`src/hdl/rr_exec_regs.svh`:
```
// Purpose: Constants for the return and rotate execution unit
// Assumes: Included by the package and the top module
// Notes: Widths, bit positions and reset values below
`ifndef XU_EXEC_REGS_SVH
`define XU_EXEC_REGS_SVH
`define XU_PC_W 13
`define XU_MEM_AW 8
`define XU_DATA_W 8
`define XU_MSB_POS 7
`define XU_LSB_POS 0
`define XU_RST_ACC 8'h00
`define XU_RST_CARRY 1'h0
`define XU_RST_INT_EN 1'h0
`define XU_RST_PC 13'h0000
`endif

```
`src/hdl/rr_exec_pkg.sv`:
```
// Purpose: Types for the return and rotate execution unit
// Assumes: Widths come from rr_exec_regs.svh
// Notes: Opcode codes are local to this unit
`include "rr_exec_regs.svh"
package ret_rot_pkg;
    typedef enum logic [2:0] {
        OP_RETURN_LOAD_LITERAL = 3'h0,
        OP_INTERRUPT_RETURN = 3'h1,
        OP_ROTATE_LEFT_MEM = 3'h2,
        OP_ROTATE_LEFT_TO_ACC = 3'h3,
        OP_ROTATE_LEFT_CARRY_MEM = 3'h4,
        OP_ROTATE_LEFT_CARRY_TO_ACC = 3'h5,
        OP_ROTATE_RIGHT_MEM = 3'h6
    } opcode_t;

    typedef enum logic [2:0] {
        ST_IDLE = 3'h1,
        ST_FETCH = 3'h2,
        ST_EXEC = 3'h4
    } fsm_t;

    typedef struct packed {
        logic valid;
        opcode_t op;
        logic [`XU_DATA_W-1:0] imm;
        logic [`XU_MEM_AW-1:0] addr;
    } op_req_t;

    typedef struct packed {
        logic rd;
        logic wr;
        logic [`XU_MEM_AW-1:0] addr;
        logic [`XU_DATA_W-1:0] wdata;
    } mem_cmd_t;

    typedef struct packed {
        fsm_t fsm;
        opcode_t op;
        mem_cmd_t mem;
        logic [`XU_DATA_W-1:0] acc;
        logic carry;
        logic int_en;
        logic [`XU_PC_W-1:0] pc;
        logic pc_load;
        logic stack_pop;
        logic int_service;
        logic done;
    } core_t;
endpackage

```
`src/hdl/return_and_rotate_exec.sv`:
```
// Purpose: Executes literal return, interrupt return and byte rotates
// Assumes: Data memory answers a read on the cycle after o_mem.rd
// Notes: Accumulator, carry and interrupt enable live in this unit
`include "rr_exec_regs.svh"
module return_and_rotate_exec (
    // Clock, reset, enable
    input wire logic i_clk,
    input wire logic i_rst_n,
    input wire logic i_ce,
    // Instruction request
    input wire ret_rot_pkg::op_req_t i_req,
    output logic o_ready,
    output logic o_done,
    // Return stack and program counter
    input wire logic [`XU_PC_W-1:0] i_stack_top,
    output logic o_stack_pop,
    output logic [`XU_PC_W-1:0] o_pc,
    output logic o_pc_load,
    // Data memory
    output ret_rot_pkg::mem_cmd_t o_mem,
    input wire logic [`XU_DATA_W-1:0] i_mem_rdata,
    // Core state and interrupts
    input wire logic i_int_enable_clr,
    input wire logic i_int_pending,
    output logic o_int_service,
    output logic [`XU_DATA_W-1:0] o_acc,
    output logic o_carry,
    output logic o_int_enable
);
    ret_rot_pkg::core_t st_ff;
    ret_rot_pkg::core_t nxt_st;
    logic [`XU_DATA_W-1:0] rot_result;
    logic rot_carry;

    function automatic logic writes_mem(input ret_rot_pkg::opcode_t op);
        return (op == ret_rot_pkg::OP_ROTATE_LEFT_MEM) ||
               (op == ret_rot_pkg::OP_ROTATE_LEFT_CARRY_MEM) ||
               (op == ret_rot_pkg::OP_ROTATE_RIGHT_MEM);
    endfunction

    function automatic logic uses_carry(input ret_rot_pkg::opcode_t op);
        return (op == ret_rot_pkg::OP_ROTATE_LEFT_CARRY_MEM) ||
               (op == ret_rot_pkg::OP_ROTATE_LEFT_CARRY_TO_ACC);
    endfunction

    rotate_unit i_rotate_unit (
        .i_op(st_ff.op),
        .i_data(i_mem_rdata),
        .i_carry(st_ff.carry),
        .o_result(rot_result),
        .o_carry(rot_carry)
    );

    always_comb begin
        nxt_st = st_ff;
        nxt_st.pc_load = 1'b0;
        nxt_st.stack_pop = 1'b0;
        nxt_st.int_service = 1'b0;
        nxt_st.done = 1'b0;
        nxt_st.mem.rd = 1'b0;
        nxt_st.mem.wr = 1'b0;
        // Interrupt entry elsewhere in the core clears the enable
        if (i_int_enable_clr) begin
            nxt_st.int_en = 1'b0;
        end
        unique case (st_ff.fsm)
            ret_rot_pkg::ST_IDLE: begin
                if (i_req.valid) begin
                    nxt_st.op = i_req.op;
                    nxt_st.mem.addr = i_req.addr;
                    unique case (i_req.op)
                        ret_rot_pkg::OP_RETURN_LOAD_LITERAL: begin
                            nxt_st.pc = i_stack_top;
                            nxt_st.pc_load = 1'b1;
                            nxt_st.stack_pop = 1'b1;
                            nxt_st.acc = i_req.imm;
                            nxt_st.done = 1'b1;
                        end
                        ret_rot_pkg::OP_INTERRUPT_RETURN: begin
                            nxt_st.pc = i_stack_top;
                            nxt_st.pc_load = 1'b1;
                            nxt_st.stack_pop = 1'b1;
                            // Setting the enable wins over a clear in the same cycle
                            nxt_st.int_en = 1'b1;
                            // A pending request diverts to its handler first
                            nxt_st.int_service = i_int_pending;
                            nxt_st.done = 1'b1;
                        end
                        ret_rot_pkg::OP_ROTATE_LEFT_MEM,
                        ret_rot_pkg::OP_ROTATE_LEFT_TO_ACC,
                        ret_rot_pkg::OP_ROTATE_LEFT_CARRY_MEM,
                        ret_rot_pkg::OP_ROTATE_LEFT_CARRY_TO_ACC,
                        ret_rot_pkg::OP_ROTATE_RIGHT_MEM: begin
                            nxt_st.mem.rd = 1'b1;
                            nxt_st.fsm = ret_rot_pkg::ST_FETCH;
                        end
                        default: begin
                            // Unknown code completes with no effect
                            nxt_st.done = 1'b1;
                        end
                    endcase
                end
            end
            ret_rot_pkg::ST_FETCH: begin
                nxt_st.fsm = ret_rot_pkg::ST_EXEC;
            end
            ret_rot_pkg::ST_EXEC: begin
                if (writes_mem(st_ff.op)) begin
                    nxt_st.mem.wr = 1'b1;
                    nxt_st.mem.wdata = rot_result;
                end else begin
                    nxt_st.acc = rot_result;
                end
                if (uses_carry(st_ff.op)) begin
                    nxt_st.carry = rot_carry;
                end
                nxt_st.done = 1'b1;
                nxt_st.fsm = ret_rot_pkg::ST_IDLE;
            end
            default: begin
                nxt_st.fsm = ret_rot_pkg::ST_IDLE;
            end
        endcase
    end

    always_ff @(posedge i_clk or negedge i_rst_n) begin
        if (!i_rst_n) begin
            st_ff.fsm <= ret_rot_pkg::ST_IDLE;
            st_ff.op <= ret_rot_pkg::OP_RETURN_LOAD_LITERAL;
            st_ff.mem <= '0;
            st_ff.acc <= `XU_RST_ACC;
            st_ff.carry <= `XU_RST_CARRY;
            st_ff.int_en <= `XU_RST_INT_EN;
            st_ff.pc <= `XU_RST_PC;
            st_ff.pc_load <= 1'b0;
            st_ff.stack_pop <= 1'b0;
            st_ff.int_service <= 1'b0;
            st_ff.done <= 1'b0;
        end else if (i_ce) begin
            st_ff <= nxt_st;
        end
    end

    assign o_ready = (st_ff.fsm == ret_rot_pkg::ST_IDLE);
    assign o_done = st_ff.done;
    assign o_stack_pop = st_ff.stack_pop;
    assign o_pc = st_ff.pc;
    assign o_pc_load = st_ff.pc_load;
    assign o_mem = st_ff.mem;
    assign o_int_service = st_ff.int_service;
    assign o_acc = st_ff.acc;
    assign o_carry = st_ff.carry;
    assign o_int_enable = st_ff.int_en;

    logic take;
    logic in_exec;
    assign take = i_ce && o_ready && i_req.valid;
    assign in_exec = i_ce && (st_ff.fsm == ret_rot_pkg::ST_EXEC);

    property p_return_load_literal;
        @(posedge i_clk) disable iff (!i_rst_n)
        take && i_req.op == ret_rot_pkg::OP_RETURN_LOAD_LITERAL |=>
            o_pc_load && o_stack_pop && o_pc == $past(i_stack_top) &&
            o_acc == $past(i_req.imm) && o_carry == $past(o_carry) && !o_mem.wr;
    endproperty
    a_return_load_literal: assert property (p_return_load_literal)
        else $error("literal return wrong");

    property p_interrupt_return;
        @(posedge i_clk) disable iff (!i_rst_n)
        take && i_req.op == ret_rot_pkg::OP_INTERRUPT_RETURN |=>
            o_int_enable && o_pc_load && o_pc == $past(i_stack_top) &&
            o_carry == $past(o_carry);
    endproperty
    a_interrupt_return: assert property (p_interrupt_return)
        else $error("interrupt return wrong");

    property p_interrupt_return_pend;
        @(posedge i_clk) disable iff (!i_rst_n)
        take && i_req.op == ret_rot_pkg::OP_INTERRUPT_RETURN && i_int_pending |=>
            o_int_service && o_pc_load;
    endproperty
    a_interrupt_return_pend: assert property (p_interrupt_return_pend)
        else $error("pending interrupt skipped");

    property p_rot_fetch;
        @(posedge i_clk) disable iff (!i_rst_n)
        take && (i_req.op inside {ret_rot_pkg::OP_ROTATE_LEFT_MEM,
                                  ret_rot_pkg::OP_ROTATE_LEFT_TO_ACC,
                                  ret_rot_pkg::OP_ROTATE_LEFT_CARRY_MEM,
                                  ret_rot_pkg::OP_ROTATE_LEFT_CARRY_TO_ACC,
                                  ret_rot_pkg::OP_ROTATE_RIGHT_MEM}) |=>
            o_mem.rd && !o_ready && !o_done && o_mem.addr == $past(i_req.addr);
    endproperty
    a_rot_fetch: assert property (p_rot_fetch) else $error("operand read wrong");

    property p_rot_left_mem;
        @(posedge i_clk) disable iff (!i_rst_n)
        in_exec && st_ff.op == ret_rot_pkg::OP_ROTATE_LEFT_MEM |=>
            o_mem.wr && o_mem.wdata == {$past(i_mem_rdata[6:0]), $past(i_mem_rdata[7])} &&
            o_carry == $past(o_carry) && o_acc == $past(o_acc);
    endproperty
    a_rot_left_mem: assert property (p_rot_left_mem) else $error("left rotate wrong");

    property p_rot_left_acc;
        @(posedge i_clk) disable iff (!i_rst_n)
        in_exec && st_ff.op == ret_rot_pkg::OP_ROTATE_LEFT_TO_ACC |=>
            !o_mem.wr && o_acc == {$past(i_mem_rdata[6:0]), $past(i_mem_rdata[7])} &&
            o_carry == $past(o_carry);
    endproperty
    a_rot_left_acc: assert property (p_rot_left_acc)
        else $error("left rotate to acc wrong");

    property p_rot_carry_mem;
        @(posedge i_clk) disable iff (!i_rst_n)
        in_exec && st_ff.op == ret_rot_pkg::OP_ROTATE_LEFT_CARRY_MEM |=>
            o_mem.wr && o_mem.wdata == {$past(i_mem_rdata[6:0]), $past(o_carry)} &&
            o_carry == $past(i_mem_rdata[7]);
    endproperty
    a_rot_carry_mem: assert property (p_rot_carry_mem)
        else $error("carry left rotate wrong");

    property p_rot_carry_acc;
        @(posedge i_clk) disable iff (!i_rst_n)
        in_exec && st_ff.op == ret_rot_pkg::OP_ROTATE_LEFT_CARRY_TO_ACC |=>
            !o_mem.wr && o_acc == {$past(i_mem_rdata[6:0]), $past(o_carry)} &&
            o_carry == $past(i_mem_rdata[7]);
    endproperty
    a_rot_carry_acc: assert property (p_rot_carry_acc)
        else $error("carry rotate to acc wrong");

    property p_rot_right_mem;
        @(posedge i_clk) disable iff (!i_rst_n)
        in_exec && st_ff.op == ret_rot_pkg::OP_ROTATE_RIGHT_MEM |=>
            o_mem.wr && o_mem.wdata == {$past(i_mem_rdata[0]), $past(i_mem_rdata[7:1])} &&
            o_carry == $past(o_carry) && o_mem.addr == $past(o_mem.addr);
    endproperty
    a_rot_right_mem: assert property (p_rot_right_mem)
        else $error("right rotate wrong");
endmodule

```
`src/hdl/rotate_unit.sv`:
```
// Purpose: One-bit rotate of a data byte, plain or through carry
// Assumes: Purely combinational, driven by the execution unit
// Notes: Carry out is the old top bit for every operation, right rotate included
`include "rr_exec_regs.svh"
module rotate_unit (
    // Operation
    input wire ret_rot_pkg::opcode_t i_op,
    input wire logic [`XU_DATA_W-1:0] i_data,
    input wire logic i_carry,
    // Result
    output logic [`XU_DATA_W-1:0] o_result,
    output logic o_carry
);
    logic [`XU_DATA_W-1:0] left;
    logic [`XU_DATA_W-1:0] right;
    logic through_carry;

    assign through_carry = (i_op == ret_rot_pkg::OP_ROTATE_LEFT_CARRY_MEM) ||
                           (i_op == ret_rot_pkg::OP_ROTATE_LEFT_CARRY_TO_ACC);

    genvar g;
    generate
        for (g = 1; g < `XU_DATA_W; g++) begin : g_shift
            assign left[g] = i_data[g-1];
            assign right[g-1] = i_data[g];
        end
    endgenerate

    // Bit 0 takes either the old carry or the old top bit
    assign left[`XU_LSB_POS] = through_carry ? i_carry : i_data[`XU_MSB_POS];
    assign right[`XU_MSB_POS] = i_data[`XU_LSB_POS];

    always_comb begin
        o_result = (i_op == ret_rot_pkg::OP_ROTATE_RIGHT_MEM) ? right : left;
        o_carry = i_data[`XU_MSB_POS];
    end
endmodule

```
`config.mk`:
```
export PLATFORM = sky130hd
export DESIGN_NAME = return_and_rotate_exec
export DESIGN_NICKNAME = d
export VERILOG_FILES = /design/src/hdl/rr_exec_pkg.sv /design/src/hdl/return_and_rotate_exec.sv /design/src/hdl/rotate_unit.sv
export VERILOG_INCLUDE_DIRS = /design/src /design/src/hdl
export SDC_FILE = /design/constraint.sdc
export NUM_CORES = 1
export LEC_CHECK = 0
export BUFFER_PORTS_ARGS = -buffer_cell sky130_fd_sc_hd__buf_2
export CORE_ASPECT_RATIO = 1.1
export CORE_MARGIN = 8
export CORE_UTILIZATION = 49
export DETAILED_ROUTE_END_ITERATION = 8
export PLACE_DENSITY = 0.79
export SYNTH_ARGS = -nofsm -noshare
export SYNTH_HDL_FRONTEND = slang
export SYNTH_SLANG_ARGS = --single-unit
```
`constraint.sdc`:
```
create_clock -name i_clk -period 1.94 [get_ports i_clk]
set_input_delay 0.388 -clock i_clk [delete_from_list [all_inputs] [get_ports i_clk]]
set_output_delay 0.388 -clock i_clk [all_outputs]
set_load 0.005 [all_outputs]
```
==> flow_summary.yaml, run 1 <==
synth:
  synth_top_area_frac: 0.4947
  yosys_most_used_dff: "dfrtp_1"
  synth_async_sr_flop_share: 1.000
  syn-instance-count: 209
  synth_cell_types: 34
  synthTopCellsByArea: "dfrtp_1 49%, buf_4 12%, mux2_2 12%, mux2i_1 3.2%, mux2_1 3.2%"
  yosysSeqAreaShare: 0.5053
  synth-edff-count: 0
  avgSynthCellArea_um2: 11.86
  yosys.area.top_type: "dfrtp_1"
  ys_ff_latch: 50
  synth_nets: 255
  yosysWarningCount: 0
  synth_area_um2: 2479
run:
  cap_violations: 0
place:
  place_congestion: 0.7935
  dpl_cell_area_um2: 2720
  hpwl_um: 4135
  portBuffers: 91
clocking:
  cts-buffers-inserted: 5
  cts_setup_buffers: 0
  clockBufferDepth: 2
  cts_sinks: 50
  cts_resized: 0
  cts_tree: "built"
  cts-root-buf: "clkbuf_8"
  clock_latency_ns: 0.30
  htreeDepth: 2
  path_clk_slew_ns: 0.09
  hold_buffers: 0
final_layout:
  nets: 312
  synthToLayoutAreaGrowth_pct: 13.58
  fillers: 430
  layout-drive-gt1-share: 0.5169
  fin_area_um2: 2815
  antenna_cells: 0
  fin_util: 0.5708
routing:
  avgViaCountPerCell: 5.028
  drc: 0
  ant_nets: 0
  first_iter_violations: 27
  wire_per_inst_um: 15.91
  first_pass_iters: 4
  dr_total_vias: 1634
  routed_wl_um: 5172
power_and_ir_drop:
  irDropWorstVdd_uv: 596.5
  fin_total_pwr_w: 0.003386
  power_leakage_nw: 1.476
  power_density_nw_per_um2: 1203
worst_setup_path:
  cp-end-kind: "flop"
  cp_data_arrival_time_ns: 1.91
  crit_required_ns: 2.12
  critPathBufInv: 1
  crit_chain: "nand4b_2 > nor4_4 > buf_4 > mux2_1"
  reg2reg_slack_ns: 0.21
  worstSetupPathType: "reg2reg"
  crit-reg2reg-launch: "st_ff[48]"
  critPathLaunchType: "flop"
  ff2ff_path_depth: 4
  slowest_stage: "dfstp_2"
  rr_endpoint: "o_pc[6]"
  path_max_fanout: 14
  cp_top_family: "flip-flops"
  critPathMaxStageDelay_ns: 0.62
timing:
  drv_slew: 0
  tightestPinTransition_ns: 0.4438
  fmax_mhz: 579.4
  tns_ns: 0
  whs_ns: 0.05556
  hold_violations: 0
  fin_worst_skew_ns: 0.008647
  slew_headroom: 0.7032
  grt_setup_unrepaired: "no"
  fin_crit_sh: 0.8897
  layout_min_cycle_time_ns: 1.726
  finalSetupViolCount: 0
floorplan:
  core-area_um2: 4932
  die_area_um2: 7593
  die_y_um: 90.60
  ios: 92
  start_util: 0.5025
  die_width_um: 83.81
  core.rowCount: 27
grt:
  gr-total-overflow: 0
  grt_start_max_net_pins: 51
  antenna_found_initial: 0
  grt_pass1_wl_um: 8625
  grtUsageTotal: 0.1384
  grt_pass1_vias: 1791
hold_path:
  hold_class: "in2async"
run_status:
  status: "completed"
==> worst register-to-register path, cell delays in order, from the launching register on <==
cell	delay, ns
dfstp_2	0.62
nand4b_2	0.19
nor4_4	0.18
buf_4	0.26
mux2_1	0.35
==> flip-flops by register name, indices dropped and copies added, names as in the netlist <==
name	count
o_acc	8
o_carry	1
o_done	1
o_int_enable	1
o_int_service	1
o_mem	18
o_pc	13
o_pc_load	1
st_ff	6
==> synthesized netlist by cell type (2+ instances only) <==
cell type / n
a21o_1: 2
nor3_1: 2
buf_2: 5
a32o_1: 2
buf_4: 41
inv_1: 4
o21ai_0: 2
nor2_1: 20
dfrtp_1: 49
mux2i_1: 8
mux2_1: 7
a21oi_1: 15
nand2_1: 5
mux2_2: 27
==> area by class of cell <==
class | count | area (µm²) | share of cell area
Timing Repair Buffer | 97 | 513.0 | 0.1822
Clock inverter | 2 | 12.51 | 0.004444
Clock buffer | 6 | 82.58 | 0.02933
Inverter | 4 | 15.01 | 0.005333
Multi-Input combinational cell | 108 | 867.1 | 0.3080
Tap cell | 58 | 72.57 | 0.02578
Sequential cell | 50 | 1252 | 0.4449
==> cell usage in the layout, fill, tap and decap left out, drive strengths merged, types with 2 or more instances in the layout <==
cell type	instances
a21o	2
a21oi	15
a32o	2
buf	97
clkbuf	6
dfrtp	49
inv	4
mux2	34
mux2i	8
nand2	6
nor2	20
nor3	2
nor3b	3
o21ai	2
==> worst max-delay path by stage <==
stage,depth (start not counted),endpoint,slack (ns),start
2_1_floorplan,4,o_pc[10],0.24,st_ff[48]
3_3_place_gp,5,o_pc[0],0.28,i_ce
3_5_place_dp,5,o_pc[6],0.20,i_ce
4_1_cts,4,o_pc[6],0.20,st_ff[48]
5_1_grt,4,o_pc[8],0.14,st_ff[48]
6_report,4,o_pc[6],0.21,st_ff[48]
==> logic make-up after synthesis <==
kind of cell           count (synthesis)  synth area share
AO/OA/AOI/OAI                         26           0.06563
buffers and inverters                 51            0.1449
flip-flops                            50            0.5053
multiplexers                          42            0.1868
AND/OR/NAND/NOR                       40           0.09743
==> through the flow <==
step                      setup WS (ns)  cells
after floorplan                  0.2381    209
after global placement           0.2809    317
after detailed placement         0.2029    317
after CTS                        0.2003    325
after global routing             0.1441    325
final                            0.2139    325
==> power by group <==
part           switching (W)  internal [W]
clock network       0.000331      0.000287
logic               0.000461      0.000636
registers           0.000231       0.00144
total                0.00102       0.00236
==> layer usage <==
| metal | part of all wire | global-route usage | wire length, µm |
|---|---|---|---|
| met5 | 0 | 0 | 0 |
| met4 | 0.015 | 0.05187 | 75 |
| met3 | 0.072 | 0.05054 | 373 |
| met2 | 0.51 | 0.2415 | 2663 |
| met1 | 0.40 | 0.1478 | 2059 |
(Power assumes the default switching activity.)
==> run 2, diff against run 1 <==
==> constraint.sdc (replaced) <==
create_clock -name i_clk -period 1.94 [get_ports i_clk]
set_input_delay 0.582 -clock i_clk [delete_from_list [all_inputs] [get_ports i_clk]]
set_output_delay 0.582 -clock i_clk [all_outputs]
set_load 0.005 [all_outputs]
==> flow_summary.yaml, run 2 (same netlist as run 1, synthesis figures left out) <==
worst_setup_path:
  cp-end-kind: "primary output"
  cp_data_arrival_time_ns: 1.23
  critPathMaxStageDelay_ns: 0.58
  slowest_stage: "dfstp_2"
  path_max_fanout: 4
  startpoint: "st_ff[48]"
  critPathLaunchType: "flop"
  crit-reg2reg-launch: "st_ff[49]"
  worstSetupPathType: "reg2out"
  reg2reg_slack_ns: 0.27
  crit_required_ns: 1.36
  crit_chain: "nor3b_2 > buf_2"
routing:
  top_layer_used: "met4"
  first_pass_iters: 5
  wire_per_inst_um: 16.20
  routed_wl_um: 5329
  wl_met1_um: 2046
  first_iter_violations: 47
  dr_wl_met3_um: 402
  drc: 0
  ant_nets: 0
  dr_total_vias: 1674
  dr_wl_met2_um: 2828
  avgViaCountPerCell: 5.088
final_layout:
  layout-drive-gt1-share: 0.5129
  largest_reg_flops: 18
  synthToLayoutAreaGrowth_pct: 14.69
  fin_util: 0.5764
  layout_common_cells: "91 x buf_2, 49 x dfrtp_1, 27 x mux2_2"
  antenna_cells: 0
  final_common_cell: "buf_2"
  layoutNonFillerInstCount: 329
  nets: 316
  fillers: 435
place:
  hpwl_um: 4273
  place_inst: 319
  portBuffers: 91
  place_congestion: 0.7750
grt:
  grt_pass1_vias: 1812
  grtUsageTotal: 0.1445
  grt_start_max_net_pins: 22
  gr-total-overflow: 0
  antenna_found_initial: 0
  grt_pass1_wl_um: 8983
clocking:
  cts-buffers-inserted: 5
  path_clk_slew_ns: 0.09
  clock_latency_ns: 0.30
  cts_sinks: 50
  clockBufferDepth: 2
  cts-root-buf: "clkbuf_8"
  cts_tree: "built"
  hold_buffers: 0
  htreeDepth: 2
floorplan:
  core.rowCount: 27
  ios: 92
  start_util: 0.5025
  core-area_um2: 4932
  die_y_um: 90.60
  die_area_um2: 7593
  die_width_um: 83.81
timing:
  fmax_mhz: 550.5
  fin_crit_sh: 0.9364
  slew_headroom: 0.6590
  layout_min_cycle_time_ns: 1.817
  finalSetupViolCount: 0
  grt_setup_unrepaired: "no"
  fin_worst_skew_ns: 0.005310
  drv_slew: 0
  tns_ns: 0
  hold_violations: 0
  tightestPinTransition_ns: 0.5115
run_status:
  status: "completed"
power_and_ir_drop:
  power_leakage_nw: 1.489
  irDropWorstVdd_uv: 596.5
  power_density_nw_per_um2: 1184
run:
  cap_violations: 0
hold_path:
  hold_class: "in2async"
-- run 2: timing repair --
action,in CTS,in global routing
setup buffers,0,2
setup endpoints to repair,0,1
resized for setup,0,0
-- run 2: final cells by class --
cell class                 instances  area [µm²]  area share
clock buffer                       8       80.08     0.02817
multi-input combinational        108       867.1      0.3050
sequential                        50        1252      0.4406
timing repair buffer             101       555.5      0.1954
tap                               58       72.57     0.02553
inverter                           4       15.01    0.005282
-- run 2: metrics by stage --
step	power (W)	setup WS [ns]	area (µm²)	hold WS, ns
2_1_floorplan	0.002704	0.04894	2479	0.2864
4_1_cts	0.003410	0.05114	2828	0.2492
5_1_grt	0.003621	0.06777	2843	0.2692
3_5_place_dp	0.002832	0.1041	2748	0.4631
6_report	0.003366	0.1235	2843	0.2473
3_3_place_gp	0.002773	0.1827	2748	0.4589
-- run 2: critical path: cells and delay by family (launching register included) --
| kind | cells | cell delay (ns) |
|---|---|---|
| flip-flops | 1 | 0.58 |
| AND/OR/NAND/NOR | 1 | 0.21 |
| buffers and inverters | 1 | 0.16 |
-- run 2: routing by layer --
layer,vias to the layer above,track usage
met5,-,0
met4,0,0.03458
met3,4,0.06318
li1,803,-
met2,48,0.2486
met1,819,0.1586
-- run 2: worst paths after layout --
kind,endpoint,cells after the start
setup / recovery,o_ready,2
hold reg to reg,o_mem[16],1
min in group i_clk,o_mem[16],1
max in group asynchronous,o_acc[3],2
setup reg to reg,o_pc[0],4
hold / removal,o_mem[2],1
-- run 2: power by group --
group / total [W] / switching (W) / internal [W]
sequential: 0.00166 / 0.000225 / 0.00144
combinational: 0.00112 / 0.000470 / 0.000654
clock: 0.000578 / 0.000321 / 0.000257
==> run 3, diff against run 2 <==
--- a/config.mk
+++ b/config.mk
@@ -6,12 +6,11 @@
 export SDC_FILE = /design/constraint.sdc
 export NUM_CORES = 1
 export LEC_CHECK = 0
-export BUFFER_PORTS_ARGS = -buffer_cell sky130_fd_sc_hd__buf_2
 export CORE_ASPECT_RATIO = 1.1
 export CORE_MARGIN = 8
-export CORE_UTILIZATION = 49
+export CORE_UTILIZATION = 30
 export DETAILED_ROUTE_END_ITERATION = 8
-export PLACE_DENSITY = 0.79
+export DONT_BUFFER_PORTS = 1
 export SYNTH_ARGS = -nofsm -noshare
 export SYNTH_HDL_FRONTEND = slang
 export SYNTH_SLANG_ARGS = --single-unit
==> flow_summary.yaml, run 3 (same netlist as run 1, synthesis figures left out) <==
floorplan:
  die_area_um2: 11430
  start_util: 0.3116
  ios: 92
  core-area_um2: 7955
  core.rowCount: 34
  die_y_um: 111.3
  die_width_um: 102.7
grt:
  grt_pass1_vias: 1410
  grt_start_max_net_pins: 50
  antenna_found_initial: 0
  gr-total-overflow: 0
  grt_pass1_wl_um: 8355
  grtUsageTotal: 0.09612
final_layout:
  antenna_cells: 0
  layout_common_cells: "49 x dfrtp_1, 27 x mux2_2, 20 x nor2_1"
  layout-drive-gt1-share: 0.2712
  largest_reg_flops: 18
  synthToLayoutAreaGrowth_pct: -1.414
  final_common_cell: "dfrtp_1"
  nets: 222
worst_setup_path:
  critPathMaxStageDelay_ns: 0.61
  path_max_fanout: 6
  reg2reg_slack_ns: 0.22
  crit_chain: "nor3b_4 > buf_4"
  cp_data_arrival_time_ns: 1.28
  cp.depth: 2
  worstSetupPathType: "reg2out"
  slowest_stage: "dfstp_2"
  cp-endpoint: "o_ready"
  crit_required_ns: 1.36
  critPathLaunchType: "flop"
  rr_endpoint: "o_pc[9]"
  cp_top_family: "flip-flops"
  critPathBufInv: 1
  startpoint: "st_ff[48]"
  crit-reg2reg-launch: "st_ff[48]"
  cp-end-kind: "primary output"
  ff2ff_path_depth: 4
timing:
  drv_slew: 0
  finalSetupViolCount: 0
  grt_setup_unrepaired: "no"
  slew_headroom: 0.6989
  hold_violations: 0
  fin_worst_skew_ns: 0.005835
  tightestPinTransition_ns: 0.4503
  fin_crit_sh: 0.9607
  layout_min_cycle_time_ns: 1.864
  tns_ns: 0
  fmax_mhz: 536.6
routing:
  drc: 0
  dr_total_vias: 1323
  wire_per_inst_um: 19.19
  ant_nets: 0
  first_iter_violations: 46
  routed_wl_um: 5468
  first_pass_iters: 3
  avgViaCountPerCell: 4.642
run:
  cap_violations: 0
power_and_ir_drop:
  power_leakage_nw: 1.097
  fin_total_pwr_w: 0.003065
  power_density_nw_per_um2: 1254
  irDropWorstVdd_uv: 614.2
clocking:
  clock_latency_ns: 0.30
  cts-buffers-inserted: 5
  cts-root-buf: "clkbuf_8"
  clockBufferDepth: 2
  cts_sinks: 50
  cts_tree: "built"
  htreeDepth: 2
  cts_setup_buffers: 0
  path_clk_slew_ns: 0.09
place:
  hpwl_um: 4066
  portBuffers: 0
  place_congestion: 0.7467
run_status:
  status: "completed"
hold_path:
  hold_class: "in2async"
==> run 3: cell types whose count changed in the layout (fill, tap and decap cells not counted), moves of 2 or more <==
cell      delta
buf_12       -2
buf_2       -91
clkbuf_1     -3
buf_4        -2
==> run 3: layout make-up <==
class / instances / area, µm²
clock buffer: 6 / 82.58
clock inverter: 2 / 12.51
fill: 833 / 5512
inverter: 4 / 15.01
multi-input combinational: 108 / 873.3
sequential: 50 / 1252
tap: 108 / 135.1
timing repair buffer: 7 / 72.57
==> run 3: worst min-delay path by stage <==
stage	to	cells past startpoint	slack, ns
floorplan	o_acc[0]	0	0.29
global placement	o_mem[16]	0	0.29
detailed placement	o_pc[5]	0	0.29
CTS	st_ff[48]	0	0.1
global route	st_ff[48]	0	0.08
finish	st_ff[48]	0	0.12
==> run 3: timing repair <==
action,in CTS,in global routing
endpoints found under the hold margin,49,0
endpoints found under the setup margin,0,1
hold buffers,1,0
gates resized for setup,0,1
==> run 3: stage by stage <==
step	area [µm²]	hold WS [ns]	util	setup WS, ns	instances
after floorplan	2479	0.2864	-	0.04894	209
after CTS	2437	0.09944	0.3064	0.04444	285
final	2444	0.1161	0.3072	0.07631	285
after global placement	2315	0.2888	0.2910	0.2821	276
after detailed placement	2315	0.2888	0.2910	0.2526	276
after global routing	2444	0.08493	0.3072	0.009438	285
==> run 3: report_power, final <==
part / internal [W] / switching [W] / total, W
logic: 0.000387 / 0.000241 / 0.000628
registers: 0.00144 / 0.000361 / 0.00180
clock network: 0.000287 / 0.000345 / 0.000632
total: 0.00212 / 0.000947 / 0.00306
==> run 3: routing by layer <==
metal	up-vias	wire (µm)	track usage
li1	612	-	-
met1	647	2200	0.1150
met2	56	2500	0.1453
met3	8	670	0.04798
met4	0	97	0.03235
met5	-	0	0
